===== config.mk =====
export PLATFORM = sky130hd
export DESIGN_NAME = sdc_host
export DESIGN_NICKNAME = d
export VERILOG_FILES = /design/src/rtl/sdc_pkg.sv /design/src/rtl/sdc_host.sv
export VERILOG_INCLUDE_DIRS = /design/src /design/src/rtl
export SDC_FILE = /design/constraint.sdc
export NUM_CORES = 1
export LEC_CHECK = 0
export BUFFER_PORTS_ARGS = -buffer_cell sky130_fd_sc_hd__buf_2
export CORE_ASPECT_RATIO = 0.7
export CORE_MARGIN = 5
export CORE_UTILIZATION = 55
export DETAILED_ROUTE_END_ITERATION = 12
export GPL_ROUTABILITY_DRIVEN = 0
export GPL_TIMING_DRIVEN = 0
export PLACE_DENSITY = 0.87
export SLEW_MARGIN = 20
export SYNTH_ARGS = -nofsm -noshare
export SYNTH_HDL_FRONTEND = slang
export SYNTH_SLANG_ARGS = --single-unit
export TNS_END_PERCENT = 5

===== constraint.sdc =====
create_clock -name clk_sys -period 4.35 [get_ports clk_sys]
set_clock_uncertainty 0.15 [all_clocks]
set_input_delay 0 -clock clk_sys [delete_from_list [all_inputs] [get_ports clk_sys]]
set_output_delay 0 -clock clk_sys [all_outputs]
set_load 0.1 [all_outputs]

===== src/rtl/sdc_defines.svh =====
// constants for the sdram host controller
`ifndef SDC_DEFINES_SVH
`define SDC_DEFINES_SVH
`define SDC_CLK_NS 5
`define SDC_INIT_WAIT_NS 100000
`define SDC_INIT_CYC ((`SDC_INIT_WAIT_NS + `SDC_CLK_NS - 1) / `SDC_CLK_NS)
`define SDC_CKE_RAISE_CYC (`SDC_INIT_CYC / 2)
`define SDC_PRECHARGE_PERIOD_NS 20
`define SDC_REFRESH_CYCLE_TIME_NS 66
`define SDC_MODE_LOAD_DELAY_CYC 2
`define SDC_SELF_REFRESH_EXIT_DELAY_NS 75
`define SDC_TRP_CYC ((`SDC_PRECHARGE_PERIOD_NS + `SDC_CLK_NS - 1) / `SDC_CLK_NS)
`define SDC_REFRESH_CYCLE_TIME_CYC ((`SDC_REFRESH_CYCLE_TIME_NS + `SDC_CLK_NS - 1) / `SDC_CLK_NS)
`define SDC_SELF_REFRESH_EXIT_DELAY_CYC ((`SDC_SELF_REFRESH_EXIT_DELAY_NS + `SDC_CLK_NS - 1) / `SDC_CLK_NS)
`define SDC_INIT_REFRESHES 2
`define SDC_MODE_VALUE 13'h0_032
`define SDC_A10_BIT 10
`define SDC_CNT_W 16
`endif


===== src/rtl/sdc_pkg.sv =====
// types for the sdram host controller
package sdc_pkg;
   // {cs_n, ras_n, cas_n, we_n}
   typedef enum logic [3:0] {
      SDC_CMD_INHIBIT = 4'h8,
      SDC_CMD_NOP = 4'h7,
      SDC_CMD_ACTIVATE = 4'h3,
      SDC_CMD_READ = 4'h5,
      SDC_CMD_WRITE = 4'h4,
      SDC_CMD_PRECHARGE = 4'h2,
      SDC_CMD_BURST_STOP = 4'h6,
      SDC_CMD_REFRESH = 4'h1,
      SDC_CMD_MODE_LOAD = 4'h0
   } sdc_cmd_t;
   typedef struct packed {
      logic cke;
      logic cs_n;
      logic ras_n;
      logic cas_n;
      logic we_n;
      logic [1:0] ba;
      logic [12:0] addr;
      logic [1:0] dqm;
   } sdc_pins_t;
   typedef struct packed {
      logic valid;
      logic [2:0] op;
      logic [1:0] ba;
      logic [12:0] addr;
   } sdc_req_t;
   localparam logic [2:0] SDC_OP_ACT = 3'h0;
   localparam logic [2:0] SDC_OP_READ = 3'h1;
   localparam logic [2:0] SDC_OP_WRITE = 3'h2;
   localparam logic [2:0] SDC_OP_PRE = 3'h3;
   localparam logic [2:0] SDC_OP_STOP = 3'h4;
   localparam logic [2:0] SDC_OP_REFRESH = 3'h5;
   localparam logic [2:0] SDC_OP_SELF = 3'h6;
   localparam logic [2:0] SDC_OP_PDOWN = 3'h7;
   typedef enum logic [8:0] {
      SDC_S_WAIT = 9'h001,
      SDC_S_PRE = 9'h002,
      SDC_S_REF = 9'h004,
      SDC_S_MODE = 9'h008,
      SDC_S_GAP = 9'h010,
      SDC_S_READY = 9'h020,
      SDC_S_PDOWN = 9'h040,
      SDC_S_SELF = 9'h080,
      SDC_S_XSR = 9'h100
   } sdc_state_t;
endpackage : sdc_pkg


===== src/rtl/sdc_host.sv =====
// sdram host controller: power-up sequence, command issue and clock gate
`timescale 1ns/1ps
`default_nettype none
`include "sdc_defines.svh"
module sdc_host (
   // clock and reset
   input wire logic clk_sys,
   input wire logic nrst,
   // user request
   input wire sdc_pkg::sdc_req_t req,
   input wire logic wake,
   output logic req_ready,
   output logic init_done,
   // sdram pins
   output sdc_pkg::sdc_pins_t pins
);
   import sdc_pkg::*;

   // ****************************************
   // state
   // ****************************************
   sdc_state_t st_r, st_nxt;
   logic [`SDC_CNT_W-1:0] cnt_r, cnt_nxt;
   logic [1:0] refs_r, refs_nxt;
   logic burst_r, burst_nxt;
   logic [3:0] open_r, open_nxt;
   sdc_req_t pend_r, pend_nxt;
   sdc_pins_t pins_r, pins_nxt;
   logic rdy_r, rdy_nxt;
   logic done_r, done_nxt;

   function automatic sdc_pins_t drive(input logic cke, input sdc_cmd_t c,
                                       input logic [1:0] ba, input logic [12:0] a, input logic [1:0] dm);
      sdc_pins_t p;
      p.cke = cke;
      {p.cs_n, p.ras_n, p.cas_n, p.we_n} = c;
      p.ba = ba;
      p.addr = a;
      p.dqm = dm;
      return p;
   endfunction : drive

   // banks left open after an access: auto precharge closes the addressed bank
   function automatic logic [3:0] after_access(input logic [3:0] o, input logic [1:0] ba, input logic ap);
      after_access = o & ~(ap ? (4'h1 << ba) : 4'h0);
   endfunction : after_access

   // ****************************************
   // sequencer
   // ****************************************
   always_comb begin
      st_nxt = st_r;
      cnt_nxt = (cnt_r != '0) ? cnt_r - 1'b1 : cnt_r;
      refs_nxt = refs_r;
      burst_nxt = burst_r;
      open_nxt = open_r;
      pend_nxt = pend_r;
      rdy_nxt = 1'b0;
      done_nxt = done_r;
      pins_nxt = drive(pins_r.cke, SDC_CMD_NOP, 2'h0, 13'h0_000, 2'h0);
      case (st_r)
         SDC_S_WAIT: begin
            // gate held low, raised mid-wait; only inhibits during the wait
            pins_nxt = drive(cnt_r <= `SDC_CNT_W'(`SDC_CKE_RAISE_CYC), SDC_CMD_INHIBIT,
                             2'h0, 13'h0_000, 2'h3);
            if (cnt_r == '0) begin
               pins_nxt = drive(1'b1, SDC_CMD_PRECHARGE, 2'h0, 13'h0_400, 2'h3);
               cnt_nxt = `SDC_CNT_W'(`SDC_TRP_CYC);
               st_nxt = SDC_S_PRE;
            end
         end
         SDC_S_PRE: if (cnt_r == '0) begin
            // bus released by the mode load itself (dqm high), both bank selects zero
            pins_nxt = drive(1'b1, SDC_CMD_MODE_LOAD, 2'h0, `SDC_MODE_VALUE, 2'h3);
            cnt_nxt = `SDC_CNT_W'(`SDC_MODE_LOAD_DELAY_CYC);
            st_nxt = SDC_S_MODE;
         end
         SDC_S_MODE: if (cnt_r == '0) begin
            pins_nxt = drive(1'b1, SDC_CMD_REFRESH, 2'h0, 13'h0_000, 2'h3);
            cnt_nxt = `SDC_CNT_W'(`SDC_REFRESH_CYCLE_TIME_CYC);
            refs_nxt = 2'd1;
            st_nxt = SDC_S_REF;
         end
         SDC_S_REF: if (cnt_r == '0) begin
            if (refs_r < 2'(`SDC_INIT_REFRESHES)) begin
               pins_nxt = drive(1'b1, SDC_CMD_REFRESH, 2'h0, 13'h0_000, 2'h3);
               cnt_nxt = `SDC_CNT_W'(`SDC_REFRESH_CYCLE_TIME_CYC);
               refs_nxt = refs_r + 2'd1;
            end else begin
               done_nxt = 1'b1;
               rdy_nxt = 1'b1;
               st_nxt = SDC_S_READY;
            end
         end
         SDC_S_GAP: begin
            // dqm held high ahead of a parked write; also the two no-ops after a power-down wake
            pins_nxt = drive(1'b1, SDC_CMD_NOP, 2'h0, 13'h0_000, 2'h3);
            if (cnt_r == '0) begin
               if (pend_r.valid) begin
                  pins_nxt = drive(1'b1, SDC_CMD_WRITE, pend_r.ba, pend_r.addr, 2'h0);
                  open_nxt = after_access(open_r, pend_r.ba, pend_r.addr[`SDC_A10_BIT]);
                  pend_nxt.valid = 1'b0;
                  burst_nxt = 1'b1;
               end
               rdy_nxt = 1'b1;
               st_nxt = SDC_S_READY;
            end
         end
         SDC_S_READY: begin
            rdy_nxt = 1'b1;
            if (req.valid) begin
               case (req.op)
                  SDC_OP_ACT: begin
                     pins_nxt = drive(1'b1, SDC_CMD_ACTIVATE, req.ba, req.addr, 2'h0);
                     open_nxt = open_r | (4'h1 << req.ba);
                  end
                  SDC_OP_READ: begin
                     pins_nxt = drive(1'b1, SDC_CMD_READ, req.ba, req.addr, 2'h0);
                     open_nxt = after_access(open_r, req.ba, req.addr[`SDC_A10_BIT]);
                     burst_nxt = 1'b1;
                  end
                  SDC_OP_WRITE: begin
                     // park the write behind two cycles of dqm so a read in flight never meets write data
                     pins_nxt = drive(1'b1, SDC_CMD_NOP, 2'h0, 13'h0_000, 2'h3);
                     pend_nxt = req;
                     cnt_nxt = `SDC_CNT_W'(1);
                     rdy_nxt = 1'b0;
                     st_nxt = SDC_S_GAP;
                  end
                  SDC_OP_PRE: begin
                     pins_nxt = drive(1'b1, SDC_CMD_PRECHARGE, req.ba, req.addr, 2'h0);
                     open_nxt = req.addr[`SDC_A10_BIT] ? 4'h0 : after_access(open_r, req.ba, 1'b1);
                  end
                  SDC_OP_STOP: if (burst_r) begin
                     pins_nxt = drive(1'b1, SDC_CMD_BURST_STOP, 2'h0, 13'h0_000, 2'h0);
                     burst_nxt = 1'b0;
                  end
                  // refresh and sleep only with every bank idle, otherwise a no-op
                  SDC_OP_REFRESH: if (open_r == 4'h0) begin
                     pins_nxt = drive(1'b1, SDC_CMD_REFRESH, 2'h0, 13'h0_000, 2'h3);
                     cnt_nxt = `SDC_CNT_W'(`SDC_REFRESH_CYCLE_TIME_CYC);
                     refs_nxt = 2'(`SDC_INIT_REFRESHES);
                     burst_nxt = 1'b0;
                     rdy_nxt = 1'b0;
                     st_nxt = SDC_S_REF;
                  end
                  SDC_OP_SELF: if (open_r == 4'h0) begin
                     pins_nxt = drive(1'b0, SDC_CMD_REFRESH, 2'h0, 13'h0_000, 2'h3);
                     burst_nxt = 1'b0;
                     rdy_nxt = 1'b0;
                     st_nxt = SDC_S_SELF;
                  end
                  SDC_OP_PDOWN: if (open_r == 4'h0) begin
                     pins_nxt = drive(1'b0, SDC_CMD_NOP, 2'h0, 13'h0_000, 2'h3);
                     rdy_nxt = 1'b0;
                     st_nxt = SDC_S_PDOWN;
                  end
                  default: pins_nxt = drive(1'b1, SDC_CMD_NOP, 2'h0, 13'h0_000, 2'h0);
               endcase
            end
         end
         SDC_S_PDOWN: begin
            pins_nxt = drive(wake, SDC_CMD_NOP, 2'h0, 13'h0_000, 2'h3);
            if (wake) begin
               cnt_nxt = `SDC_CNT_W'(1);
               st_nxt = SDC_S_GAP;
            end
         end
         SDC_S_SELF: begin
            pins_nxt = drive(wake, SDC_CMD_NOP, 2'h0, 13'h0_000, 2'h3);
            if (wake) begin
               cnt_nxt = `SDC_CNT_W'(`SDC_SELF_REFRESH_EXIT_DELAY_CYC);
               st_nxt = SDC_S_XSR;
            end
         end
         SDC_S_XSR: begin
            pins_nxt = drive(1'b1, SDC_CMD_NOP, 2'h0, 13'h0_000, 2'h3);
            if (cnt_r == '0) begin
               rdy_nxt = 1'b1;
               st_nxt = SDC_S_READY;
            end
         end
         default: st_nxt = SDC_S_WAIT;
      endcase
   end

   always_ff @(posedge clk_sys) begin
      if (!nrst) begin
         st_r <= SDC_S_WAIT;
         cnt_r <= `SDC_CNT_W'(`SDC_INIT_CYC);
         refs_r <= 2'd0;
         burst_r <= 1'b0;
         open_r <= 4'h0;
         pend_r <= '0;
         pins_r <= {1'b0, 4'h8, 2'h0, 13'h0_000, 2'h3};
         rdy_r <= 1'b0;
         done_r <= 1'b0;
      end else begin
         st_r <= st_nxt;
         cnt_r <= cnt_nxt;
         refs_r <= refs_nxt;
         burst_r <= burst_nxt;
         open_r <= open_nxt;
         pend_r <= pend_nxt;
         pins_r <= pins_nxt;
         rdy_r <= rdy_nxt;
         done_r <= done_nxt;
      end
   end

   assign pins = pins_r;
   assign req_ready = rdy_r;
   assign init_done = done_r;
endmodule : sdc_host
`default_nettype wire


# Yosys cells after proc, flatten, opt, wreduce, memory -nomap -nowiden
# Cells that the tools add are included.
[word_totals] regBits=75 word_cells=163 output_inout_bits=24 input_bits=22
[op_classes] n_lt_le_gt_ge=2 shifts=2 muxes=72 reduce_logical=19 bitwise_logic=8 eq_ne=39 addsub=2
[op_table] operator="22-bit case mux with 8 select lines" count=2
[op_table] operator="22-bit two-way mux" count=10
[op_table] operator="16-bit two-way mux" count=10
[op_table] operator="16-bit case mux with 7 select lines" count=1
[op_table] operator="9-bit two-way mux" count=12
[op_table] operator="19-bit two-way mux" count=4
[op_table] operator="9-bit case mux with 8 select lines" count=1
[op_table] operator="9-bit case mux with 4 select lines" count=1
[op_table] operator="16-bit case mux with 2 select lines" count=1
[op_table] operator="4-bit two-way mux" count=6
[op_table] operator="2-bit inequality test, second input constant" count=12
[op_table] operator="16-bit by 14-bit <= comparator with 1-bit output, second input constant" count=1
[op_table] operator="16-bit logical NOT" count=1
[op_table] operator="16-bit nonzero test" count=1
[op_table] operator="16-bit by 1-bit subtractor with 16-bit output, second input constant" count=1
[op_table] operator="3-bit inequality test, second input constant" count=5
[op_table] operator="13-bit AND reduction" count=1
[op_table] operator="4-bit bitwise AND" count=3
[op_table] operator="3-bit == test, second input constant" count=4
[op_table] operator="2-bit two-way mux" count=6
[op_table] operator="4-bit inverter" count=3
[op_table] operator="4-bit case mux with 3 select lines" count=1
[op_table] operator="1-bit two-way mux" count=10
[op_table] operator="10-bit AND reduction" count=1
[op_table] operator="36 further kinds" count=46

# Logic depth before layout (Yosys ltp)
# Gate-level depths: netlist of the first run.
[depth] word_depth=7 depth_mapped=12 ltp_nobuf=10

# Worst setup path after synthesis of the first run
# Ideal clock, no wire load.
[synth_timing] path_kind="register -> register" start="reg cnt_r[0]" end="reg cnt_r[0]" t_arrival_ps=2419 path_buffers=2 path_slack_ps=1649 period_less_slack_ps=2701 required_time_ps=4067 setup_ps=133 path_stages_with_launch=13 cell_sequence="dfxtp_1 -> inv_1 -> ha_1 -> or3b_1 -> clkbuf_1 -> or4_1 -> buf_6 -> nor2_8 -> inv_4 -> ha_1 -> nor3b_1 -> o41ai_1 -> o31ai_1"
[synth_between] elab_chain_cells=6 elab_cells_between_ends=15 cone_classes="add/sub: 1; mux: 12; reduce/logical: 2"
[synth_lines] element="start: declaration" line_no="sdc_host.sv:23" source="logic [`SDC_CNT_W-1:0] cnt_r, cnt_nxt;"
[synth_lines] element="start signal: assignment" line_no="sdc_host.sv:190" source="cnt_r <= `SDC_CNT_W'(`SDC_INIT_CYC);"
[synth_lines] element="start signal: assignment" line_no="sdc_host.sv:200" source="cnt_r <= cnt_nxt;"
[synth_lines] element="16-bit by 1-bit subtractor with 16-bit output or 16-bit nonzero test (tied branches)" line_no="sdc_host.sv:53" source="cnt_nxt = (cnt_r != '0) ? cnt_r - 1'b1 : cnt_r;"
[synth_lines] element="16-bit two-way mux" line_no="sdc_host.sv:53"
[synth_lines] element="16-bit two-way mux" line_no="sdc_host.sv:139" source="SDC_OP_REFRESH: if (open_r == 4'h0) begin"
[synth_lines] element="16-bit case mux with 2 select lines" line_no="sdc_host.sv:112" source="case (req.op)"
[synth_lines] element="16-bit two-way mux" line_no="sdc_host.sv:111" source="if (req.valid) begin"
[synth_lines] element="16-bit case mux with 7 select lines *" line_no="sdc_host.sv:61" source="case (st_r)"
# Mark *: on every way between the ends. The rest lies on a longest branch, timed or not.
# A chain may end at the register's enable or synchronous reset.

# Worst setup path after layout of the first run
[layout_timing] start="reg cnt_r[0]" end="reg open_r[0]"
[layout_between] elab_chain_cells=3
[layout_lines] element="16-bit logical NOT" line_no="sdc_host.sv:98" source="if (cnt_r == '0) begin"
[layout_lines] element="2-bit inequality test (no source line)"
[layout_lines] element="5-bit AND reduction (no source line)"
[layout_lines] element="end signal: assignment" line_no="sdc_host.sv:203" source="open_r <= open_nxt;"
[layout_lines] element="end: declaration" line_no="sdc_host.sv:26" source="logic [3:0] open_r, open_nxt;"
# No other way between the ends.

==> flow_metrics.env, run 1 <==
export IMPL_outcome="finished clean"
export IMPL_ys_dominant_reg_cell="dfxtp_1"
export IMPL_power_per_cell_area_mw_per_mm2=345.7
export IMPL_cts_buffers_inserted=9
export IMPL_synth_cell_type_count=69
export IMPL_layout_min_cycle_time_ns=3.507
export IMPL_cts_sink_count=71
export IMPL_most_common_cell_after_layout_fill_and_taps_aside="dfxtp_1"
export IMPL_ys_seq_area_frac=0.3645
export IMPL_area_delta_synth_final_pct=19.83
export IMPL_globalRoute_totalOverflow=0
export IMPL_die_y_um=80.46
export IMPL_root_buffer="clkbuf_8"
export IMPL_share_of_async_settable_or_async_resettable_flops_after_synthesis=0
export IMPL_placed_area_mm2=0.004238
export IMPL_rsz0062_at_grt="no"
export IMPL_cpMaxStageDelayCell="dlygate4sd3_1"
export IMPL_die_w_um=110.6
export IMPL_worst_path_max_fanout=7
export IMPL_via_per_inst=6.378
export IMPL_worst_setup_path_type="flip-flop to flip-flop"
export IMPL_synth_cells=489
export IMPL_grt_pass1_wl_mm=19.07
export IMPL_cp_slowest_stage_delay_ns=0.55
export IMPL_core_area_mm2=0.006819
export IMPL_place_detailed_hpwl_mm=8.275
export IMPL_maximum_vdd_ir_drop_v=0.0001614
export IMPL_drive_gt1_frac=0.1620
export IMPL_io_pins=46
export IMPL_finish_stage_setup_viols=0
export IMPL_wl_mm=11.96
export IMPL_io_buffers=44
export IMPL_dominant_combinational_cell_family_by_area_after_synthesis="simple AND/OR/NAND/NOR gates"
export IMPL_leakage_nw=1.783
export IMPL_setup_total_negative_slack_ns=0
export IMPL_cp_arrival_ns=3.60
export IMPL_most_used_routing_layer_in_global_routing="met2"
export IMPL_cp_start_kind="flip-flop"
export IMPL_timing_max_cap_violations=0
export IMPL_relSlewSlack=0.3173
export IMPL_global_route_usage_met1=0.3643
export IMPL_grt_pass1_vias=3786
export IMPL_grt_antenna_before_repair=0
export IMPL_final_min_period_over_clock_period=0.8061
export IMPL_htree_num_levels=3
export IMPL_synth_net_count=513
export IMPL_worst_max_slew_pin_slew_ns=1.015
export IMPL_detailedRoute_firstIterationViolations=585
export IMPL_gr_usage_all_layers=0.2677
export IMPL_num_antenna_cells=0
export IMPL_post_cts_resized_instances=0
export IMPL_timing_critical_path_to_type="flip-flop"
export IMPL_synth_compound_area_share=0.2397
export IMPL_worst_hold_class="primary input to flip-flop"
export IMPL_synth_adder_area_share=0.01155
export IMPL_initial_utilization=0.5719
export IMPL_timing_hold_violations_final=0
export IMPL_top_library_cells_by_usage_in_the_layout_fill_and_taps_aside="dfxtp_1 (71), nand2_1 (65), nor2_1 (54), buf_2 (50), a21oi_1 (36)"
export IMPL_clock_fmax_mhz=285.2
export IMPL_design_area_mm2=0.004673
export IMPL_critical_path_cell_chain="inv_1 > ha_1 > or3b_1 > clkbuf_1 > or4_1 > buf_6 > nor3_4 > o22ai_1 > o211ai_2 > o31ai_2 > dlygate4sd3_1"
export IMPL_grt_use_met2=0.4116
export IMPL_clk_transition_reported_paths_ns=0.08
export IMPL_synth_mux_area_fraction=0.005133
export IMPL_synth_xor_xnor_area_share=0.02919
export IMPL_tritoncts="done"
export IMPL_maximum_number_of_pins_on_one_net_before_global_route_repair=14
export IMPL_final_antenna_net_count=0
export IMPL_yosysWarningCount=0
export IMPL_syn_area_per_cell_um2=7.975
export IMPL_detailroute_via_count=4222
export IMPL_timing_critical_path_required_ns=4.45
export IMPL_timing_max_transition_violations_final=0
export IMPL_finish_net_count=587
export IMPL_insertion_delay_ns=0.36
export IMPL_number_of_flops_mapped_to_enable_cells_by_yosys=0
export IMPL_grt_util_met3=0.08208
export IMPL_firstDrtPassIters=6
export IMPL_post_route_drc_count=0
export IMPL_ys_seq_elements=71
export IMPL_routedWlPerCell_um=18.07
export IMPL_synth_simple_gate_area_share=0.3051
export IMPL_fp_row_count=25
export IMPL_dieArea_mm2=0.008902
export IMPL_syn_area_mm2=0.003900
export IMPL_cts_path_max_buffers=2
-- metal layers --
layer | part of all wire | routed length [µm]
met5 | 0 | 0
met4 | 0.026 | 306
met3 | 0.12 | 1479
met2 | 0.43 | 5166
met1 | 0.42 | 5008
-- state kept, by name, summed over array words and instances, names as in the netlist --
register / flops
pins: 21
cnt_r: 16
pend_r: 16
st_r: 9
open_r: 4
refs_r: 2
burst_r: 1
init_done: 1
req_ready: 1
-- timing repair --
action                                 CTS  global route
buffers inserted                         0             0
hold buffers                            19             0
endpoints found under the hold margin   37             0
-- synth_stat cells (5+ instances only) --
cell type | instances | share of area
a21o_1 | 5 | 0.0096
a22oi_1 | 11 | 0.021
nor2b_1 | 8 | 0.013
xor2_1 | 6 | 0.013
nand4_1 | 7 | 0.011
clkbuf_1 | 22 | 0.021
nor4_1 | 5 | 0.0080
dfxtp_1 | 71 | 0.36
o211ai_1 | 7 | 0.013
nand3_1 | 14 | 0.018
o22ai_1 | 5 | 0.0080
a21oi_1 | 36 | 0.046
or4_1 | 7 | 0.013
o21ai_0 | 21 | 0.027
nor3_1 | 17 | 0.022
inv_1 | 6 | 0.0058
nor2_1 | 54 | 0.052
a31oi_1 | 7 | 0.011
buf_2 | 6 | 0.0077
xnor2_1 | 7 | 0.016
nor3b_1 | 5 | 0.0096
nand2_1 | 65 | 0.063
or3_1 | 6 | 0.0096
-- worst paths after layout --
check	startpoint	endpoint	slack, ns	depth (start not counted)
max	cnt_r[0]	open_r[0]	0.84	11
min	nrst	pins[20]	0.03	3
min reg2reg	pend_r[7]	pend_r[7]	0.31	2
max reg2reg	cnt_r[0]	open_r[0]	0.84	11
-- report_power, final --
group          switching [mW]  total (mW)  internal [mW]
clock network           0.272       0.654          0.383
registers              0.0320       0.710          0.678
logic                   0.151       0.252          0.100
total                   0.455        1.62           1.16
-- final cells by class --
cell class	count	area, µm²
Buffer	32	146.4
Clock buffer	9	123.9
Sequential cell	71	1421
Multi-Input combinational cell	379	2303
Tap cell	94	117.6
Clock inverter	7	121.4
Fill cell	554	2146
Inverter	7	28.78
Timing Repair Buffer	63	410.4
-- stage by stage --
step                hold WS (ns)  setup slack, ns  power [mW]  std cells    util
floorplan               -0.05793            1.649      0.8913        489       -
global placement          0.1043            1.428      0.9465        627  0.6215
detailed placement        0.1081            1.378      0.9554        627  0.6215
CTS                      0.02473           0.9039       1.603        662  0.6853
global route             0.03287           0.7714       1.676        662  0.6853
finish                   0.03209           0.8434       1.616        662  0.6853
-- worst max-delay path: cells and delay by family, from the launching register on --
family	cells	cell delay [ns]
AOI/OAI and AO/OA	3	0.54
adders and majority gates	1	0.20
buffers and inverters	4	0.99
DFF	1	0.35
and+or+nand+nor	3	1.14
-- cells by family after synthesis --
family / Yosys count
multiplexers: 2
XOR/XNOR: 13
buffers and inverters: 39
flip-flops: 71
AND/OR/NAND/NOR: 222
adder cells (fa/ha/maj): 4
AO/OA/AOI/OAI: 138
Note: power is estimated with default switching activity, not from simulation.
==> run 2, diff against run 1 <==
==> constraint.sdc (replaced) <==
create_clock -name clk_sys -period 3.37 [get_ports clk_sys]
set_clock_uncertainty 0.15 [all_clocks]
set_input_delay 0 -clock clk_sys [delete_from_list [all_inputs] [get_ports clk_sys]]
set_output_delay 0 -clock clk_sys [all_outputs]
set_load 0.1 [all_outputs]
==> run 2 against run 1 <==
Net effect:
- via count increased by 0.38%
- global-route usage about the same
- die area unchanged
- critical path depth increased by 1
- maximum frequency increased by 16%
- largest power group unchanged
==> flow_metrics.env, run 2 (synthesis gave the netlist of run 1 again) <==
export IMPL_gr_usage_all_layers=0.2676
export IMPL_largest_register_ffs=21
export IMPL_cts_buffers_inserted=9
export IMPL_initial_utilization=0.5719
export IMPL_final_antenna_net_count=0
export IMPL_power_net_switching_uw=591.1
export IMPL_top_library_cells_by_usage_in_the_layout_fill_and_taps_aside="dfxtp_1 (71), nand2_1 (65), nor2_1 (54), buf_2 (50), a21oi_1 (36)"
export IMPL_via_per_inst=6.411
export IMPL_placed_area_mm2=0.004238
export IMPL_final_min_period_over_clock_period=0.8999
export IMPL_firstDrtPassIters=6
export IMPL_cp_arrival_ns=3.12
export IMPL_worst_path_most_repeated_cell="ha_1"
export IMPL_routedWlPerCell_um=18.08
export IMPL_finish_net_count=586
export IMPL_root_buffer="clkbuf_8"
export IMPL_timing_max_transition_violations_final=0
export IMPL_post_cts_resized_instances=0
export IMPL_pwr_share_comb=0.156
export IMPL_global_route_usage_met1=0.3643
export IMPL_cp_start_kind="flip-flop"
export IMPL_worst_path_max_fanout=9
export IMPL_io_buffers=44
export IMPL_grt_pass1_vias=3786
export IMPL_grt_antenna_before_repair=0
export IMPL_globalRoute_totalOverflow=0
export IMPL_power_per_cell_area_mw_per_mm2=448.1
export IMPL_detailroute_via_count=4238
export IMPL_maximum_vdd_ir_drop_v=0.0002081
export IMPL_rsz0062_at_grt="no"
export IMPL_cpMaxStageDelayCell="or4_1"
export IMPL_grt_util_met3=0.08208
export IMPL_intPower_mw=1.498
export IMPL_worst_setup_path_type="flip-flop to flip-flop"
export IMPL_io_pins=46
export IMPL_report_power_total_mw=2.089
export IMPL_num_antenna_cells=0
export IMPL_hold_fix_buffers_cts=18
export IMPL_placed_cells=627
export IMPL_grt_pass1_wl_mm=19.06
export IMPL_design_area_mm2=0.004663
export IMPL_die_y_um=80.46
export IMPL_core_area_mm2=0.006819
export IMPL_cts_repair_timing_setup_buffer_count=0
export IMPL_worst_max_slew_pin_slew_ns=0.9832
export IMPL_fp_row_count=25
export IMPL_timing_critical_path_to_type="flip-flop"
export IMPL_tritoncts="done"
export IMPL_cts_path_max_buffers=2
export IMPL_grt_use_met2=0.4110
export IMPL_outcome="finished clean"
export IMPL_place_detailed_hpwl_mm=8.275
export IMPL_timing_hold_violations_final=0
export IMPL_pwr_share_clk=0.405
export IMPL_finish_stage_setup_viols=0
export IMPL_layout_min_cycle_time_ns=3.033
export IMPL_maximum_number_of_pins_on_one_net_before_global_route_repair=14
export IMPL_timing_critical_path_required_ns=3.46
export IMPL_post_route_drc_count=0
export IMPL_detailedRoute_firstIterationViolations=610
export IMPL_pwr_share_seq=0.439
export IMPL_htree_num_levels=3
export IMPL_clk_transition_reported_paths_ns=0.08
export IMPL_area_delta_synth_final_pct=19.57
export IMPL_leakage_nw=1.776
export IMPL_most_used_routing_layer_in_global_routing="met2"
export IMPL_cp_slowest_stage_delay_ns=0.44
export IMPL_stdcell_count=661
export IMPL_relSlewSlack=0.3385
export IMPL_setup_total_negative_slack_ns=0
export IMPL_cts_sink_count=71
export IMPL_power_switching_fraction=0.2829
export IMPL_worst_hold_class="primary input to flip-flop"
export IMPL_most_common_cell_after_layout_fill_and_taps_aside="dfxtp_1"
export IMPL_insertion_delay_ns=0.37
export IMPL_timing_max_cap_violations=0
export IMPL_die_w_um=110.6
export IMPL_dieArea_mm2=0.008902
export IMPL_drive_gt1_frac=0.1623
export IMPL_wl_mm=11.95
export IMPL_clock_fmax_mhz=329.7
export IMPL_critical_path_cell_chain="inv_1 > ha_1 > or3b_1 > clkbuf_1 > or4_1 > buf_6 > nor2_8 > inv_4 > ha_1 > nor3b_1 > o41ai_1 > o31ai_1"
[run 2: power by group through the flow]
stage,registers [mW],clock network [mW],logic [mW]
after floorplan,0.947,0,0.204
after global placement,0.931,0,0.290
after detailed placement,0.935,0,0.298
after CTS,0.916,0.837,0.317
after global routing,0.923,0.889,0.351
final,0.917,0.847,0.326
[run 2: metrics by stage]
step | hold WS, ns | util | setup WS, ns
finish | 0.02362 | 0.6839 | 0.3372
global route | 0.03287 | 0.6839 | 0.2098
CTS | 0.02473 | 0.6839 | 0.3732
detailed placement | 0.1081 | 0.6215 | 0.3975
global placement | 0.1043 | 0.6215 | 0.4480
floorplan | -0.05793 | - | 0.6686
[run 2: final timing paths]
check / slack [ns] / startpoint / end / depth (start not counted)
setup reg to reg: 0.34 / cnt_r[0] / cnt_r[0] / 12
hold reg to reg: 0.31 / pend_r[7] / pend_r[7] / 2
hold / removal: 0.02 / nrst / pins[20] / 3
setup / recovery: 0.34 / cnt_r[0] / cnt_r[0] / 12
[run 2: cell type report]
| type | count | area, µm² |
|---|---|---|
| Sequential cell | 71 | 1421 |
| Timing Repair Buffer | 62 | 400.4 |
| Buffer | 32 | 146.4 |
| Inverter | 7 | 28.78 |
| Clock inverter | 7 | 121.4 |
| Fill cell | 555 | 2156 |
| Clock buffer | 9 | 123.9 |
| Multi-Input combinational cell | 379 | 2303 |
| Tap cell | 94 | 117.6 |
[run 2: routing by layer]
layer	vias up	part of all wire
met1	1936	0.40
met5	-	0
li1	1933	-
met2	320	0.43
met4	0	0.025
met3	49	0.14
[run 2: critical path, delay by kind of cell (launching register included)]
kind,cells,cell delay [ns]
and+or+nand+nor,4,1.07
buffers and inverters,4,0.54
AOI/OAI and AO/OA,2,0.39
adders and majority gates,2,0.38
DFF,1,0.35
==> run 3, diff against run 2 <==
==> constraint.sdc (replaced) <==
create_clock -name clk_sys -period 3.37 [get_ports clk_sys]
set_clock_uncertainty 0.15 [all_clocks]
set_input_delay 0.1685 -clock clk_sys [delete_from_list [all_inputs] [get_ports clk_sys]]
set_output_delay 0.1685 -clock clk_sys [all_outputs]
set_load 0.1 [all_outputs]
==> run 3 against run 2 <==
Net effect:
- setup slack lost 0.0039 ns
- global-route usage fell by 0.098 points
- cell count is 0.45% lower
- wire length down 0.85%
- core utilization is 0.44 points lower
- combinational power about the same
- count of clock-buffer cells in the layout is the same
- first-iteration DRC count down 0.98%
- power decreased by 0.39%
- critical path type unchanged
==> flow_metrics.env, run 3 (synthesis gave the netlist of run 1 again) <==
export IMPL_outcome="finished clean"
export IMPL_rsz0062_at_grt="no"
export IMPL_intPower_mw=1.496
export IMPL_finalWorstSetupSlack_ns=0.3332
export IMPL_crit_path_start="cnt_r[0]"
export IMPL_worst_r2r_startpoint="cnt_r[0]"
export IMPL_most_common_cell_after_layout_fill_and_taps_aside="dfxtp_1"
export IMPL_final_min_period_over_clock_period=0.9011
export IMPL_pwr_share_seq=0.440
export IMPL_cts_buffers_inserted=9
export IMPL_leakage_nw=1.763
export IMPL_timing_critical_path_required_ns=3.45
export IMPL_dieArea_mm2=0.008902
export IMPL_stdcell_count=658
export IMPL_cts_sink_count=71
export IMPL_cp_arrival_ns=3.12
export IMPL_io_buffers=44
export IMPL_layout_filler_cells=558
export IMPL_power_switching_fraction=0.2812
export IMPL_clk_transition_reported_paths_ns=0.08
export IMPL_post_cts_resized_instances=0
export IMPL_insertion_delay_ns=0.36
export IMPL_root_buffer="clkbuf_8"
export IMPL_top_library_cells_by_usage_in_the_layout_fill_and_taps_aside="dfxtp_1 (71), nand2_1 (65), nor2_1 (54), buf_2 (50), a21oi_1 (36)"
export IMPL_fp_row_count=25
export IMPL_clock_fmax_mhz=329.3
export IMPL_pwr_share_clk=0.405
export IMPL_power_net_switching_uw=585.2
export IMPL_post_route_drc_count=0
export IMPL_gr_usage_all_layers=0.2666
export IMPL_drive_gt1_frac=0.1631
export IMPL_die_w_um=110.6
export IMPL_timing_max_transition_violations_final=0
export IMPL_firstDrtPassIters=9
export IMPL_htree_num_levels=3
export IMPL_detailroute_via_count=4218
export IMPL_via_per_inst=6.410
export IMPL_place_detailed_hpwl_mm=8.275
export IMPL_maximum_vdd_ir_drop_v=0.0002079
export IMPL_grt_antenna_before_repair=0
export IMPL_placed_cells=627
export IMPL_holdCritStartpoint="req[18]"
export IMPL_wl_mm=11.85
export IMPL_die_y_um=80.46
export IMPL_timing_max_cap_violations=0
export IMPL_relSlewSlack=0.3461
export IMPL_finish_stage_setup_viols=0
export IMPL_worst_setup_path_type="flip-flop to flip-flop"
export IMPL_power_per_cell_area_mw_per_mm2=449.2
export IMPL_routedWlPerCell_um=18.01
export IMPL_grt_pass1_wl_mm=18.99
export IMPL_worst_hold_class="primary input to flip-flop"
export IMPL_maximum_number_of_pins_on_one_net_before_global_route_repair=14
export IMPL_detailedPlace_worstSlack_ns=0.3975
export IMPL_timing_critical_path_to_type="flip-flop"
export IMPL_worst_path_max_fanout=9
export IMPL_worst_max_slew_pin_slew_ns=0.9719
export IMPL_setup_total_negative_slack_ns=0
export IMPL_num_antenna_cells=0
export IMPL_cts_path_max_buffers=2
export IMPL_final_antenna_net_count=0
export IMPL_globalRoute_totalOverflow=0
export IMPL_timing_hold_violations_final=0
export IMPL_tritoncts="done"
export IMPL_layout_min_cycle_time_ns=3.037
export IMPL_report_power_total_mw=2.081
export IMPL_core_area_mm2=0.006819
export IMPL_cp_start_kind="flip-flop"
export IMPL_detailedRoute_firstIterationViolations=604
export IMPL_pwr_share_comb=0.155
export IMPL_hold_worst_slack_ns=0.1899
export IMPL_grt_pass1_vias=3782
export IMPL_largest_register_ffs=21
export IMPL_finish_net_count=583
export IMPL_initial_utilization=0.5719
export IMPL_io_pins=46
export IMPL_area_delta_synth_final_pct=18.80
export IMPL_cts_repair_timing_setup_buffer_count=0
==> run 3: metal layers <==
metal,wire [µm],global-route usage
met4,281,0.07503
met3,1539,0.08358
met1,4875,0.3634
met5,0,0
met2,5156,0.4074
==> run 3: path summary, 6_finish.rpt <==
check	slack, ns	cells past startpoint	end
worst max-delay path	0.33	12	cnt_r[0]
worst min-delay path	0.19	4	cnt_r[3]
worst max register to register	0.33	12	cnt_r[0]
worst min register to register	0.31	2	pend_r[7]
==> run 3: repair_timing <==
action | in CTS | in global routing
hold endpoints to repair | 29 | 0
hold buffers | 15 | 0
endpoints found under the setup margin | 0 | 0
==> run 3: area by class of cell <==
| class | instances | area, µm² | share of cell area |
|---|---|---|---|
| buffer | 32 | 146.4 | 0.03160 |
| inverter | 7 | 28.78 | 0.006211 |
| timing repair buffer | 59 | 370.4 | 0.07994 |
| clock inverter | 7 | 121.4 | 0.02619 |
| multi-input combinational | 379 | 2303 | 0.4972 |
| clock buffer | 9 | 123.9 | 0.02674 |
| tap | 94 | 117.6 | 0.02538 |
| sequential | 71 | 1421 | 0.3068 |
==> run 3: power by group through the flow <==
stage	registers, mW	clock network, mW	logic [mW]
2_1_floorplan	0.947	0	0.204
3_3_place_gp	0.931	0	0.290
3_5_place_dp	0.935	0	0.298
4_1_cts	0.916	0.837	0.314
5_1_grt	0.923	0.889	0.348
6_report	0.917	0.842	0.323
==> run 3: worst max-delay path, cell delays in order, from the launching register on <==
cell      delay [ns]
dfxtp_1         0.35
inv_1           0.09
ha_1            0.21
or3b_1          0.35
clkbuf_1        0.18
or4_1           0.44
buf_6           0.17
nor2_8          0.15
inv_4           0.10
ha_1            0.18
nor3b_1         0.13
o41ai_1         0.27
o31ai_1         0.13
==> run 3: stage by stage <==
step	instance area [µm²]	utilization
6_report	4633	0.6795
4_1_cts	4633	0.6795
5_1_grt	4633	0.6795
2_1_floorplan	3900	-
3_5_place_dp	4238	0.6215
3_3_place_gp	4238	0.6215
